## src/hdl/rpms_pkg.sv

```systemverilog
// package for the radio power mode sequencer
// assumes a 200 MHz system clock and a sampled spi configuration port
package rpms_pkg;

  // ----------------------------------------------------------------
  // operating mode codes, held in bits 7..5 of the mode register
  // ----------------------------------------------------------------
  localparam logic [2:0] MODE_SLEEP   = 3'h0;
  localparam logic [2:0] MODE_STANDBY = 3'h1;
  localparam logic [2:0] MODE_SYNTH   = 3'h2;
  localparam logic [2:0] MODE_RX      = 3'h3;
  localparam logic [2:0] MODE_TX      = 3'h4;
  localparam int         MODE_LSB     = 5;
  localparam int         MODE_MSB     = 7;

  // ----------------------------------------------------------------
  // configuration port map
  // ----------------------------------------------------------------
  localparam logic [6:0] MAIN_MODE_ADDR = 7'h00;
  localparam logic [7:0] MAIN_MODE_RST  = 8'h00;
  localparam int         FRAME_BITS     = 16;
  localparam int         ADDR_BITS      = 8;

  // ----------------------------------------------------------------
  // timing
  // ----------------------------------------------------------------
  localparam int CLK_PERIOD_PS = 5000;
  localparam int XTAL_MAX_US   = 5000;
  localparam int PLL_MAX_US    = 500;
  // longest times round down; pll lock is strictly under its limit
  localparam int CYC_PER_US     = 1000000 / CLK_PERIOD_PS;
  localparam int XTAL_START_CYC = XTAL_MAX_US * CYC_PER_US;
  localparam int PLL_LOCK_CYC   = PLL_MAX_US * CYC_PER_US - 1;

  typedef struct packed
  {
    logic       read;
    logic [6:0] addr;
    logic [7:0] data;
  } rpms_frame_s;

  typedef enum
  {
    ST_SLEEP,
    ST_XTAL_START,
    ST_STANDBY,
    ST_PLL_START,
    ST_SYNTH,
    ST_RX,
    ST_TX
  } rpms_state_e;

endpackage

```

## src/hdl/rpms_spi_port.sv

```systemverilog
// spi configuration port receiver, mode 0, msb first
// assumes raw pins from the host; each passes two flip-flops first
`timescale 1ns/1ps
module rpms_spi_port
(
  input  wire logic                 clk,
  input  wire logic                 sys_rst,
  input  wire logic                 config_port_select_n,
  input  wire logic                 spi_sck,
  input  wire logic                 spi_sdi,
  input  wire logic [7:0]           rd_data,
  output      logic                 spi_sdo,
  output      logic                 spi_sdo_oe,
  output      logic                 frame_valid,
  output rpms_pkg::rpms_frame_s     frame
);

  // ----------------------------------------------------------------
  // pin synchronisers
  // ----------------------------------------------------------------
  logic [2:0] meta_reg;
  logic [2:0] sync_reg;
  logic [2:0] prev_reg;

  always_ff @(posedge clk or posedge sys_rst)
  begin
    if (sys_rst)
    begin
      meta_reg <= 3'h1;
      sync_reg <= 3'h1;
      prev_reg <= 3'h1;
    end
    else
    begin
      meta_reg <= {spi_sdi, spi_sck, config_port_select_n};
      sync_reg <= meta_reg;
      prev_reg <= sync_reg;
    end
  end

  logic sel;
  logic sck_rise;
  logic sck_fall;
  logic sel_start;
  logic sel_end;

  assign sel       = ~sync_reg[0];
  assign sck_rise  = sync_reg[1] & ~prev_reg[1];
  assign sck_fall  = ~sync_reg[1] & prev_reg[1];
  assign sel_start = ~sync_reg[0] & prev_reg[0];
  assign sel_end   = sync_reg[0] & ~prev_reg[0];

  // ----------------------------------------------------------------
  // shift in, count bits
  // ----------------------------------------------------------------
  logic [15:0] shift_reg;
  logic [4:0]  count_reg;
  logic [7:0]  out_reg;

  always_ff @(posedge clk or posedge sys_rst)
  begin
    if (sys_rst)
    begin
      shift_reg <= 16'h0000;
      count_reg <= 5'h00;
    end
    else if (sel_start)
      count_reg <= 5'h00;
    else if (sel && sck_rise)
    begin
      shift_reg <= {shift_reg[14:0], sync_reg[2]};
      if (count_reg != 5'h1F)
        count_reg <= count_reg + 5'h01;
    end
  end

  // read data loads after the address byte, shifts on falling sck
  always_ff @(posedge clk or posedge sys_rst)
  begin
    if (sys_rst)
      out_reg <= 8'h00;
    else if (sel && sck_rise && count_reg == 5'(rpms_pkg::ADDR_BITS - 1))
    begin
      // last address bit is still on the data pin at this edge
      if ({shift_reg[5:0], sync_reg[2]} == rpms_pkg::MAIN_MODE_ADDR)
        out_reg <= rd_data;
      else
        out_reg <= 8'h00;
    end
    else if (sel && sck_fall && count_reg > 5'(rpms_pkg::ADDR_BITS))
      out_reg <= {out_reg[6:0], 1'b0};
  end

  // first bit of the frame sits count_reg - 1 places up
  logic [3:0] rw_pos;

  assign rw_pos     = 4'(count_reg - 5'h01);
  assign spi_sdo    = out_reg[7];
  assign spi_sdo_oe = sel && shift_reg[rw_pos]
                      && count_reg >= 5'(rpms_pkg::ADDR_BITS)
                      && count_reg <= 5'(rpms_pkg::FRAME_BITS);

  // ----------------------------------------------------------------
  // frame completes only when select rises after exactly 16 bits
  // ----------------------------------------------------------------
  always_ff @(posedge clk or posedge sys_rst)
  begin
    if (sys_rst)
    begin
      frame_valid <= 1'b0;
      frame       <= '0;
    end
    else
    begin
      frame_valid <= sel_end &&
                     count_reg == 5'(rpms_pkg::FRAME_BITS);
      if (sel_end)
        frame <= shift_reg;
    end
  end

endmodule

```

## src/hdl/rpms_sequencer.sv

```systemverilog
// operating mode sequencer: oscillator, pll and radio path enables
// assumes the host keeps its side of the mode sequence and pin parking
`timescale 1ns/1ps

module rpms_sequencer
#(
  parameter int XTAL_START_CYC = rpms_pkg::XTAL_START_CYC,
  parameter int PLL_LOCK_CYC   = rpms_pkg::PLL_LOCK_CYC
)
(
  input  wire logic       clk,
  input  wire logic       sys_rst,
  input  wire logic       config_port_select_n,
  input  wire logic       spi_sck,
  input  wire logic       spi_sdi,
  output      logic       spi_sdo,
  output      logic       spi_sdo_oe,
  output      logic       xtal_enable,
  output      logic       pll_enable,
  output      logic       rx_enable,
  output      logic       tx_enable,
  output      logic       clk_out_enable,
  output      logic       pll_lock,
  output      logic [2:0] op_mode
);

  localparam int CW = $clog2(XTAL_START_CYC + 1);

  // ----------------------------------------------------------------
  // configuration port
  // ----------------------------------------------------------------
  logic                  frame_valid;
  rpms_pkg::rpms_frame_s frame;
  logic [7:0]            main_mode_config_reg;

  rpms_spi_port u_spi
  (
    .clk                  (clk),
    .sys_rst              (sys_rst),
    .config_port_select_n (config_port_select_n),
    .spi_sck              (spi_sck),
    .spi_sdi              (spi_sdi),
    .rd_data              (main_mode_config_reg),
    .spi_sdo              (spi_sdo),
    .spi_sdo_oe           (spi_sdo_oe),
    .frame_valid          (frame_valid),
    .frame                (frame)
  );

  function automatic logic mode_legal(input logic [2:0] m);
    mode_legal = m <= rpms_pkg::MODE_TX;
  endfunction

  // ----------------------------------------------------------------
  // mode register; undefined mode codes leave it unchanged
  // ----------------------------------------------------------------
  always_ff @(posedge clk or posedge sys_rst)
  begin
    if (sys_rst)
      main_mode_config_reg <= rpms_pkg::MAIN_MODE_RST;
    else if (frame_valid && !frame.read &&
             frame.addr == rpms_pkg::MAIN_MODE_ADDR &&
             mode_legal(frame.data[rpms_pkg::MODE_MSB:rpms_pkg::MODE_LSB]))
      main_mode_config_reg <= frame.data;
  end

  logic [2:0] target;
  assign target = main_mode_config_reg[rpms_pkg::MODE_MSB:rpms_pkg::MODE_LSB];

  // ----------------------------------------------------------------
  // mode state machine
  // ----------------------------------------------------------------
  rpms_pkg::rpms_state_e state_reg;
  rpms_pkg::rpms_state_e state_next;
  logic [CW-1:0]         timer_reg;
  logic                  xtal_done;
  logic                  pll_done;

  assign xtal_done = timer_reg == CW'(XTAL_START_CYC - 1);
  assign pll_done  = timer_reg == CW'(PLL_LOCK_CYC - 1);

  always_comb
  begin
    state_next = state_reg;
    if (target == rpms_pkg::MODE_SLEEP)
      state_next = rpms_pkg::ST_SLEEP;
    else
    begin
      case (state_reg)
        rpms_pkg::ST_SLEEP:
          state_next = rpms_pkg::ST_XTAL_START;
        rpms_pkg::ST_XTAL_START:
          if (xtal_done)
            state_next = rpms_pkg::ST_STANDBY;
        rpms_pkg::ST_STANDBY:
          if (target != rpms_pkg::MODE_STANDBY)
            state_next = rpms_pkg::ST_PLL_START;
        rpms_pkg::ST_PLL_START:
          if (target == rpms_pkg::MODE_STANDBY)
            state_next = rpms_pkg::ST_STANDBY;
          else if (pll_done)
            state_next = rpms_pkg::ST_SYNTH;
        rpms_pkg::ST_SYNTH, rpms_pkg::ST_RX, rpms_pkg::ST_TX:
          // radio paths open only once locked
          case (target)
            rpms_pkg::MODE_STANDBY: state_next = rpms_pkg::ST_STANDBY;
            rpms_pkg::MODE_RX:      state_next = rpms_pkg::ST_RX;
            rpms_pkg::MODE_TX:      state_next = rpms_pkg::ST_TX;
            default:                state_next = rpms_pkg::ST_SYNTH;
          endcase
        default:
          state_next = rpms_pkg::ST_SLEEP;
      endcase
    end
  end

  always_ff @(posedge clk or posedge sys_rst)
  begin
    if (sys_rst)
      state_reg <= rpms_pkg::ST_SLEEP;
    else
      state_reg <= state_next;
  end

  // settle timer restarts on every state change
  always_ff @(posedge clk or posedge sys_rst)
  begin
    if (sys_rst)
      timer_reg <= '0;
    else if (state_next != state_reg)
      timer_reg <= '0;
    else if (state_reg == rpms_pkg::ST_XTAL_START ||
             state_reg == rpms_pkg::ST_PLL_START)
      timer_reg <= timer_reg + CW'(1);
  end

  // ----------------------------------------------------------------
  // oscillator enables, registered from the next state
  // ----------------------------------------------------------------
  // states in which the pll has reached lock
  function automatic logic state_locked(input rpms_pkg::rpms_state_e s);
    state_locked = s inside {rpms_pkg::ST_SYNTH, rpms_pkg::ST_RX,
                             rpms_pkg::ST_TX};
  endfunction

  always_ff @(posedge clk or posedge sys_rst)
  begin
    if (sys_rst)
    begin
      xtal_enable <= 1'b0;
      pll_enable  <= 1'b0;
    end
    else
    begin
      xtal_enable <= state_next != rpms_pkg::ST_SLEEP;
      pll_enable  <= state_next == rpms_pkg::ST_PLL_START ||
                     state_locked(state_next);
    end
  end

  // ----------------------------------------------------------------
  // radio paths, open only in their own locked states
  // ----------------------------------------------------------------
  always_ff @(posedge clk or posedge sys_rst)
  begin
    if (sys_rst)
    begin
      rx_enable <= 1'b0;
      tx_enable <= 1'b0;
    end
    else
    begin
      rx_enable <= state_next == rpms_pkg::ST_RX;
      tx_enable <= state_next == rpms_pkg::ST_TX;
    end
  end

  // ----------------------------------------------------------------
  // buffered clock output and lock pin
  // ----------------------------------------------------------------
  // clock output waits for the crystal to settle
  always_ff @(posedge clk or posedge sys_rst)
  begin
    if (sys_rst)
      clk_out_enable <= 1'b0;
    else
      clk_out_enable <= !(state_next inside {rpms_pkg::ST_SLEEP,
                          rpms_pkg::ST_XTAL_START});
  end

  always_ff @(posedge clk or posedge sys_rst)
  begin
    if (sys_rst)
      pll_lock <= 1'b0;
    else
      pll_lock <= state_locked(state_next);
  end

  // ----------------------------------------------------------------
  // mode reached, as reported to the host
  // ----------------------------------------------------------------
  always_ff @(posedge clk or posedge sys_rst)
  begin
    if (sys_rst)
      op_mode <= rpms_pkg::MODE_SLEEP;
    else
    begin
      case (state_next)
        rpms_pkg::ST_SLEEP:      op_mode <= rpms_pkg::MODE_SLEEP;
        rpms_pkg::ST_XTAL_START: op_mode <= rpms_pkg::MODE_SLEEP;
        rpms_pkg::ST_STANDBY:    op_mode <= rpms_pkg::MODE_STANDBY;
        rpms_pkg::ST_PLL_START:  op_mode <= rpms_pkg::MODE_STANDBY;
        rpms_pkg::ST_SYNTH:      op_mode <= rpms_pkg::MODE_SYNTH;
        rpms_pkg::ST_RX:         op_mode <= rpms_pkg::MODE_RX;
        rpms_pkg::ST_TX:         op_mode <= rpms_pkg::MODE_TX;
        default:                 op_mode <= rpms_pkg::MODE_SLEEP;
      endcase
    end
  end

endmodule

```

## config.mk

```make
export PLATFORM = sky130hd
export DESIGN_NAME = rpms_sequencer
export DESIGN_NICKNAME = d
export VERILOG_FILES = /design/src/hdl/rpms_pkg.sv /design/src/hdl/rpms_spi_port.sv /design/src/hdl/rpms_sequencer.sv
export SDC_FILE = /design/constraint.sdc
export NUM_CORES = 1
export LEC_CHECK = 0
export BUFFER_PORTS_ARGS = -buffer_cell sky130_fd_sc_hd__buf_2
export CORE_MARGIN = 3
export CORE_UTILIZATION = 69
export CTS_BUF_LIST = sky130_fd_sc_hd__clkbuf_2 sky130_fd_sc_hd__clkbuf_4 sky130_fd_sc_hd__clkbuf_8
export CTS_CLUSTER_DIAMETER = 30
export CTS_CLUSTER_SIZE = 40
export DETAILED_ROUTE_END_ITERATION = 8
export HOLD_SLACK_MARGIN = 0.15
export PLACE_DENSITY = 0.87
export RECOVER_POWER = 100
export SLEW_MARGIN = 20
export SYNTH_ARGS = -nofsm -noshare
export SYNTH_HDL_FRONTEND = slang
export SYNTH_SLANG_ARGS = --single-unit
```

## constraint.sdc

```tcl
create_clock -name clk -period 10.3 [get_ports clk]
set_input_delay 0.515 -clock clk [delete_from_list [all_inputs] [get_ports clk]]
set_output_delay 0.515 -clock clk [all_outputs]
set_load 0.05 [all_outputs]
```

==> results of run 1 <==
-- stage by stage --
stage               worst slack [ns]  instance area (um^2)  power [mW]  instances  util [%]
floorplan                       5.77                  5270       0.574        452         -
global placement                7.40                  5410       0.585        547      77.0
detailed placement              7.22                  5410       0.590        547      77.0
CTS                             6.82                  5810        1.01        579      82.8
global route                    4.39                  5760        1.04        579      82.0
finish                          5.37                  5760        1.01        579      82.0
-- Yosys cell counts (7+ instances only) --
cell type | number | share of area [%]
mux2_2 | 41 | 8.9
nand4_1 | 10 | 1.2
xnor2_1 | 12 | 2.0
a21oi_1 | 13 | 1.3
o21ai_0 | 10 | 0.97
nor3_1 | 33 | 3.2
inv_1 | 13 | 0.94
nand2_1 | 28 | 2.0
nor2_1 | 29 | 2.1
xor2_1 | 13 | 2.2
clkbuf_1 | 14 | 1.0
dfrtp_1 | 120 | 58
nor4_1 | 7 | 0.85
nand2b_1 | 8 | 0.97
-- per-layer routing --
layer / part of all wire [%] / vias up / global-route usage [%] / wire (um)
met1: 44 / 1704 / 33.3 / 4200
met3: 4.9 / 13 / 6.90 / 470
met2: 50 / 101 / 38.5 / 4730
met4: 1.3 / 0 / 8.91 / 121
met5: 0 / - / 0 / 0
li1: - / 1561 / - / -
-- power breakdown --
| part | internal (mW) | total (mW) | switching, mW |
|---|---|---|---|
| sequential | 0.507 | 0.528 | 0.0206 |
| combinational | 0.0263 | 0.0532 | 0.0268 |
| clock | 0.229 | 0.424 | 0.196 |
| total | 0.763 | 1.01 | 0.243 |
-- path summary, 6_finish.rpt --
path	start	to	cells after the start
setup / recovery	sys_rst	u_spi.frame[2]	3
hold / removal	config_port_select_n	u_spi.meta_reg[0]	1
setup reg to reg	state_reg[5]	timer_reg[1]	6
hold reg to reg	u_spi.meta_reg[1]	u_spi.sync_reg[1]	0
max in group clk	state_reg[5]	timer_reg[1]	6
min in group asynchronous	sys_rst	u_spi.frame[9]	2
-- final cells by class --
class	count	area (um^2)	area share (%)
Multi-Input combinational cell	296	2020	35.1
Sequential cell	123	3080	53.5
Inverter	14	53.8	0.935
Clock buffer	19	262	4.54
Tap cell	96	120	2.09
Clock inverter	13	141	2.46
Timing Repair Buffer	18	76.3	1.33
-- worst reg2reg max path, delay by kind of cell (launching register included) --
kind             cells  cell delay [ns]
AND/OR/NAND/NOR      3             1.79
AO/OA/AOI/OAI        3             1.46
flip-flops           1             0.38
-- kinds of logic (layout without fill, tap and decap cells) --
family                     after synthesis  count (layout)  synth area share, %
buffers and inverters                   33              64                 2.64
and+or+nand+nor                        150             150                 15.6
xor gates and xnor gates                25              25                 4.24
other                                    1              29               0.0726
AOI/OAI and AO/OA                       38              38                 5.01
muxes                                   48              48                 11.3
DFF                                    123             123                 59.7
adders and majority gates                6               6                 1.45
==> results.json, run 1 <==
{
  "synth_seq_area_share_pct": 59.7,
  "path_buf_inv": 3,
  "cts_buffer_depth": 2,
  "synth_ff_type": "dfrtp_1",
  "end_kind": "async pin",
  "holdWs_ns": 0.181,
  "final_common_cell": "dfrtp_1",
  "via_count": 3379,
  "worst_pin_slew_ns": 3.80,
  "crit_chain": "buf_2 > clkinvlp_2 > clkbuf_1",
  "slowest_stage": "clkbuf_1",
  "skew_ns": 0.0111,
  "relSlewSlack_pct": -153,
  "finalCritPeriodShare_pct": 47.9,
  "hpwl_um": 6110,
  "cp_max_fo": 74,
  "start_util_pct": 73.6,
  "clock-sinks": 123,
  "dieArea_um2": 8560,
  "cts-root-buf": "clkbuf_8",
  "avgSynthCellArea_um2": 12.2,
  "vias_per_cell": 5.84,
  "final_layout_size_suffix_gt1_share_pct": 18.6,
  "cts_resized": 0,
  "cpLargestDelayFamily": "buffers and inverters",
  "clkTransAtPathRegs_ns": 0.08,
  "yosysUniqueCellTypes": 54,
  "maxSlewViolCount": 147,
  "antenna_cells": 0,
  "first_iter_violations": 184,
  "synth-edff-count": 0,
  "grt_pass1_wl_um": 16400,
  "largest_register_ffs": 32,
  "dr.pass1.iters": 5,
  "netlist_area_um2": 5160,
  "hold_class": "in2reg",
  "outcome": "finished with violations",
  "die_h_um": 92.5,
  "violations": "capacitance limit, slew limit",
  "cts_hold_buf": 0,
  "irDropWorstVdd_mv": 0.124,
  "min_period_ns": 4.93,
  "num_rows": 30,
  "yosysWarnings": 0,
  "leakagePower_nw": 2.55,
  "max_freq_mhz": 203,
  "async_flop_share_pct": 100,
  "grt_pass1_vias": 3461,
  "crit_required_ns": 9.95,
  "drc": 0,
  "post_cts_buffers": 0,
  "cp-start-kind": "input pin",
  "io-pin-count": 16,
  "tns_ns": 0,
  "arrival_ns": 4.59,
  "cts_made_buffers": 17,
  "syn_to_final_growth_pct": 11.4,
  "hold_violations": 0,
  "r2r_slack_ns": 6.54,
  "die_x_um": 92.5,
  "wirelength_um": 9530,
  "rsz0062_at_grt": "no",
  "ctsHtreeMaxLevel": 4,
  "powerDensity_nw_per_um2": 175,
  "finalNetCount": 481,
  "grt_overflow": 0,
  "track_usage_pct": 24.6,
  "cap_viol_max_count": 3,
  "drtAntennaViolNets": 0,
  "critPathKind": "in2async",
  "crit_path_max_incr_delay_ns": 2.74,
  "coreArea_um2": 7020,
  "grt_max_degree": 75,
  "wire_per_inst_um": 16.5,
  "insertion_delay_ns": 0.42,
  "syn_inst": 424,
  "fillerInstances": 378,
  "antenna_found_initial": 0,
  "setup_viol": 0,
  "ys_ff_latch": 123,
  "cts_tree": "built",
  "layout_common_cells": "120 x dfrtp_1, 41 x mux2_2, 34 x nor3_1",
  "gp_congestion": 0.822,
  "numPortBuffers": 15
}
Power figures use the tool's default switching activity.
==> inputs of run 2 (changes only) <==
- CORE_UTILIZATION: 69 -> 58
- PLACE_DENSITY: 0.87 -> 0.78
- clock period: 10.3 -> 4.1 ns (I/O delays scaled with it)
==> results.json, run 2 (synthesized netlist as in run 1, its figures left out) <==
{
  "cts_made_buffers": 17,
  "r2r-start": "state_reg[5]",
  "dr.pass1.iters": 4,
  "outcome": "finished with violations",
  "wire_per_inst_um": 15.5,
  "postPlaceCellArea_um2": 5430,
  "cts_hold_buf": 4,
  "num_rows": 33,
  "tns_ns": 0,
  "gp_congestion": 0.874,
  "multiInputGateArea_um2": 2030,
  "finalNetCount": 486,
  "leakagePower_nw": 2.61,
  "final_layout_size_suffix_gt1_share_pct": 19.5,
  "r2r-end": "timer_reg[1]",
  "finalCritPeriodShare_pct": 85.3,
  "ff2ff_path_depth": 6,
  "crit_required_ns": 4.37,
  "stdcell_area_um2": 5850,
  "place_inst": 557,
  "cts-root-buf": "clkbuf_8",
  "worst_pin_slew_ns": 2.13,
  "die_x_um": 100,
  "hold_class": "reg2reg",
  "cts_tree": "built",
  "dieArea_um2": 10100,
  "relSlewSlack_pct": -42.5,
  "layout_common_cells": "120 x dfrtp_1, 41 x mux2_2, 34 x nor3_1",
  "rsz0062_at_grt": "no",
  "syn_to_final_growth_pct": 13.3,
  "via_count": 3330,
  "final_cells": 593,
  "grt_pass1_wl_um": 15900,
  "powerDensity_nw_per_um2": 448,
  "insertion_delay_ns": 0.42,
  "hpwl_um": 5830,
  "max_freq_mhz": 286,
  "start_util_pct": 61.3,
  "clkTransAtPathRegs_ns": 0.07,
  "post_cts_buffers": 0,
  "track_usage_pct": 20.3,
  "end_kind": "flop",
  "drtAntennaViolNets": 0,
  "fillerInstances": 599,
  "final-seq-area_um2": 3080,
  "crit_path_start": "state_reg[5]",
  "maxSlewViolCount": 53,
  "min_period_ns": 3.50,
  "irDropWorstVdd_mv": 0.402,
  "endpoint": "timer_reg[1]",
  "antenna_found_initial": 0,
  "coreArea_um2": 8420,
  "cp-start-kind": "flop",
  "violations": "capacitance limit, slew limit",
  "vias_per_cell": 5.62,
  "ctsHtreeMaxLevel": 4,
  "largest_register_ffs": 32,
  "grt_max_degree": 53,
  "arrival_ns": 3.77,
  "antenna_cells": 0,
  "drc": 0,
  "final_common_cell": "dfrtp_1",
  "cts_buffer_depth": 2,
  "clock-sinks": 123,
  "skew_ns": 0.0133,
  "grt_pass1_vias": 3347,
  "cts_resized": 0,
  "numPortBuffers": 15,
  "r2r_slack_ns": 0.60,
  "critPathKind": "reg2reg",
  "setup_viol": 0,
  "hold_violations": 0,
  "die_h_um": 100,
  "cap_viol_max_count": 1,
  "cp_max_fo": 20,
  "holdWs_ns": 0.355,
  "first_iter_violations": 124,
  "grt_overflow": 0,
  "wirelength_um": 9220,
  "io-pin-count": 16
}
-- run 2: area by class of cell --
cell class / instances / area share, %
repair buffers: 23 / 2.12
inverters: 14 / 0.920
clock inverters: 12 / 2.93
well taps: 105 / 2.25
clock buffers: 20 / 4.49
multi-input cells: 296 / 34.6
flip-flops and latches: 123 / 52.7
-- run 2: critical path: stages, from the launching register on --
cell,delay (ns)
dfrtp_1,0.35
or4_1,0.53
or4_1,0.57
nor3_1,0.67
o221a_2,0.35
o211ai_2,0.35
a2111oi_0,0.54
-- run 2: worst min-delay path by stage --
stage / startpoint / to / slack, ns / cells after the start
3_5_place_dp: config_port_select_n / u_spi.meta_reg[0] / 0.31 / 1
4_1_cts: u_spi.meta_reg[0] / u_spi.sync_reg[0] / 0.36 / 0
2_1_floorplan: config_port_select_n / u_spi.meta_reg[0] / 0.21 / 0
3_3_place_gp: sys_rst / state_reg[28] / 0.31 / 2
5_1_grt: u_spi.meta_reg[1] / u_spi.sync_reg[1] / 0.37 / 0
6_report: u_spi.meta_reg[1] / u_spi.sync_reg[1] / 0.35 / 0
-- run 2: power by group --
part | internal (mW) | switching (mW) | leakage [nW] | total [mW]
clock network | 0.690 | 0.468 | 0.216 | 1.16
logic | 0.0691 | 0.0679 | 0.777 | 0.137
registers | 1.28 | 0.0515 | 1.62 | 1.33
total | 2.03 | 0.587 | 2.61 | 2.62
-- run 2: layer usage --
| metal | wire length [um] | vias up | GRT usage, % |
|---|---|---|---|
| met5 | 0 | - | 0 |
| met4 | 90 | 0 | 7.98 |
| met3 | 353 | 5 | 4.93 |
| met2 | 4510 | 63 | 30.5 |
| met1 | 4270 | 1676 | 28.6 |
| li1 | - | 1586 | - |
-- run 2: stage by stage --
| stage | utilization [%] | power, mW | setup slack [ns] |
|---|---|---|---|
| after CTS | 70.1 | 2.65 | 0.912 |
| after global routing | 69.5 | 2.72 | 0.382 |
| after floorplan | - | 1.44 | 0.538 |
| after detailed placement | 64.4 | 1.48 | 1.09 |
| after global placement | 64.4 | 1.47 | 1.21 |
| final | 69.5 | 2.62 | 0.603 |
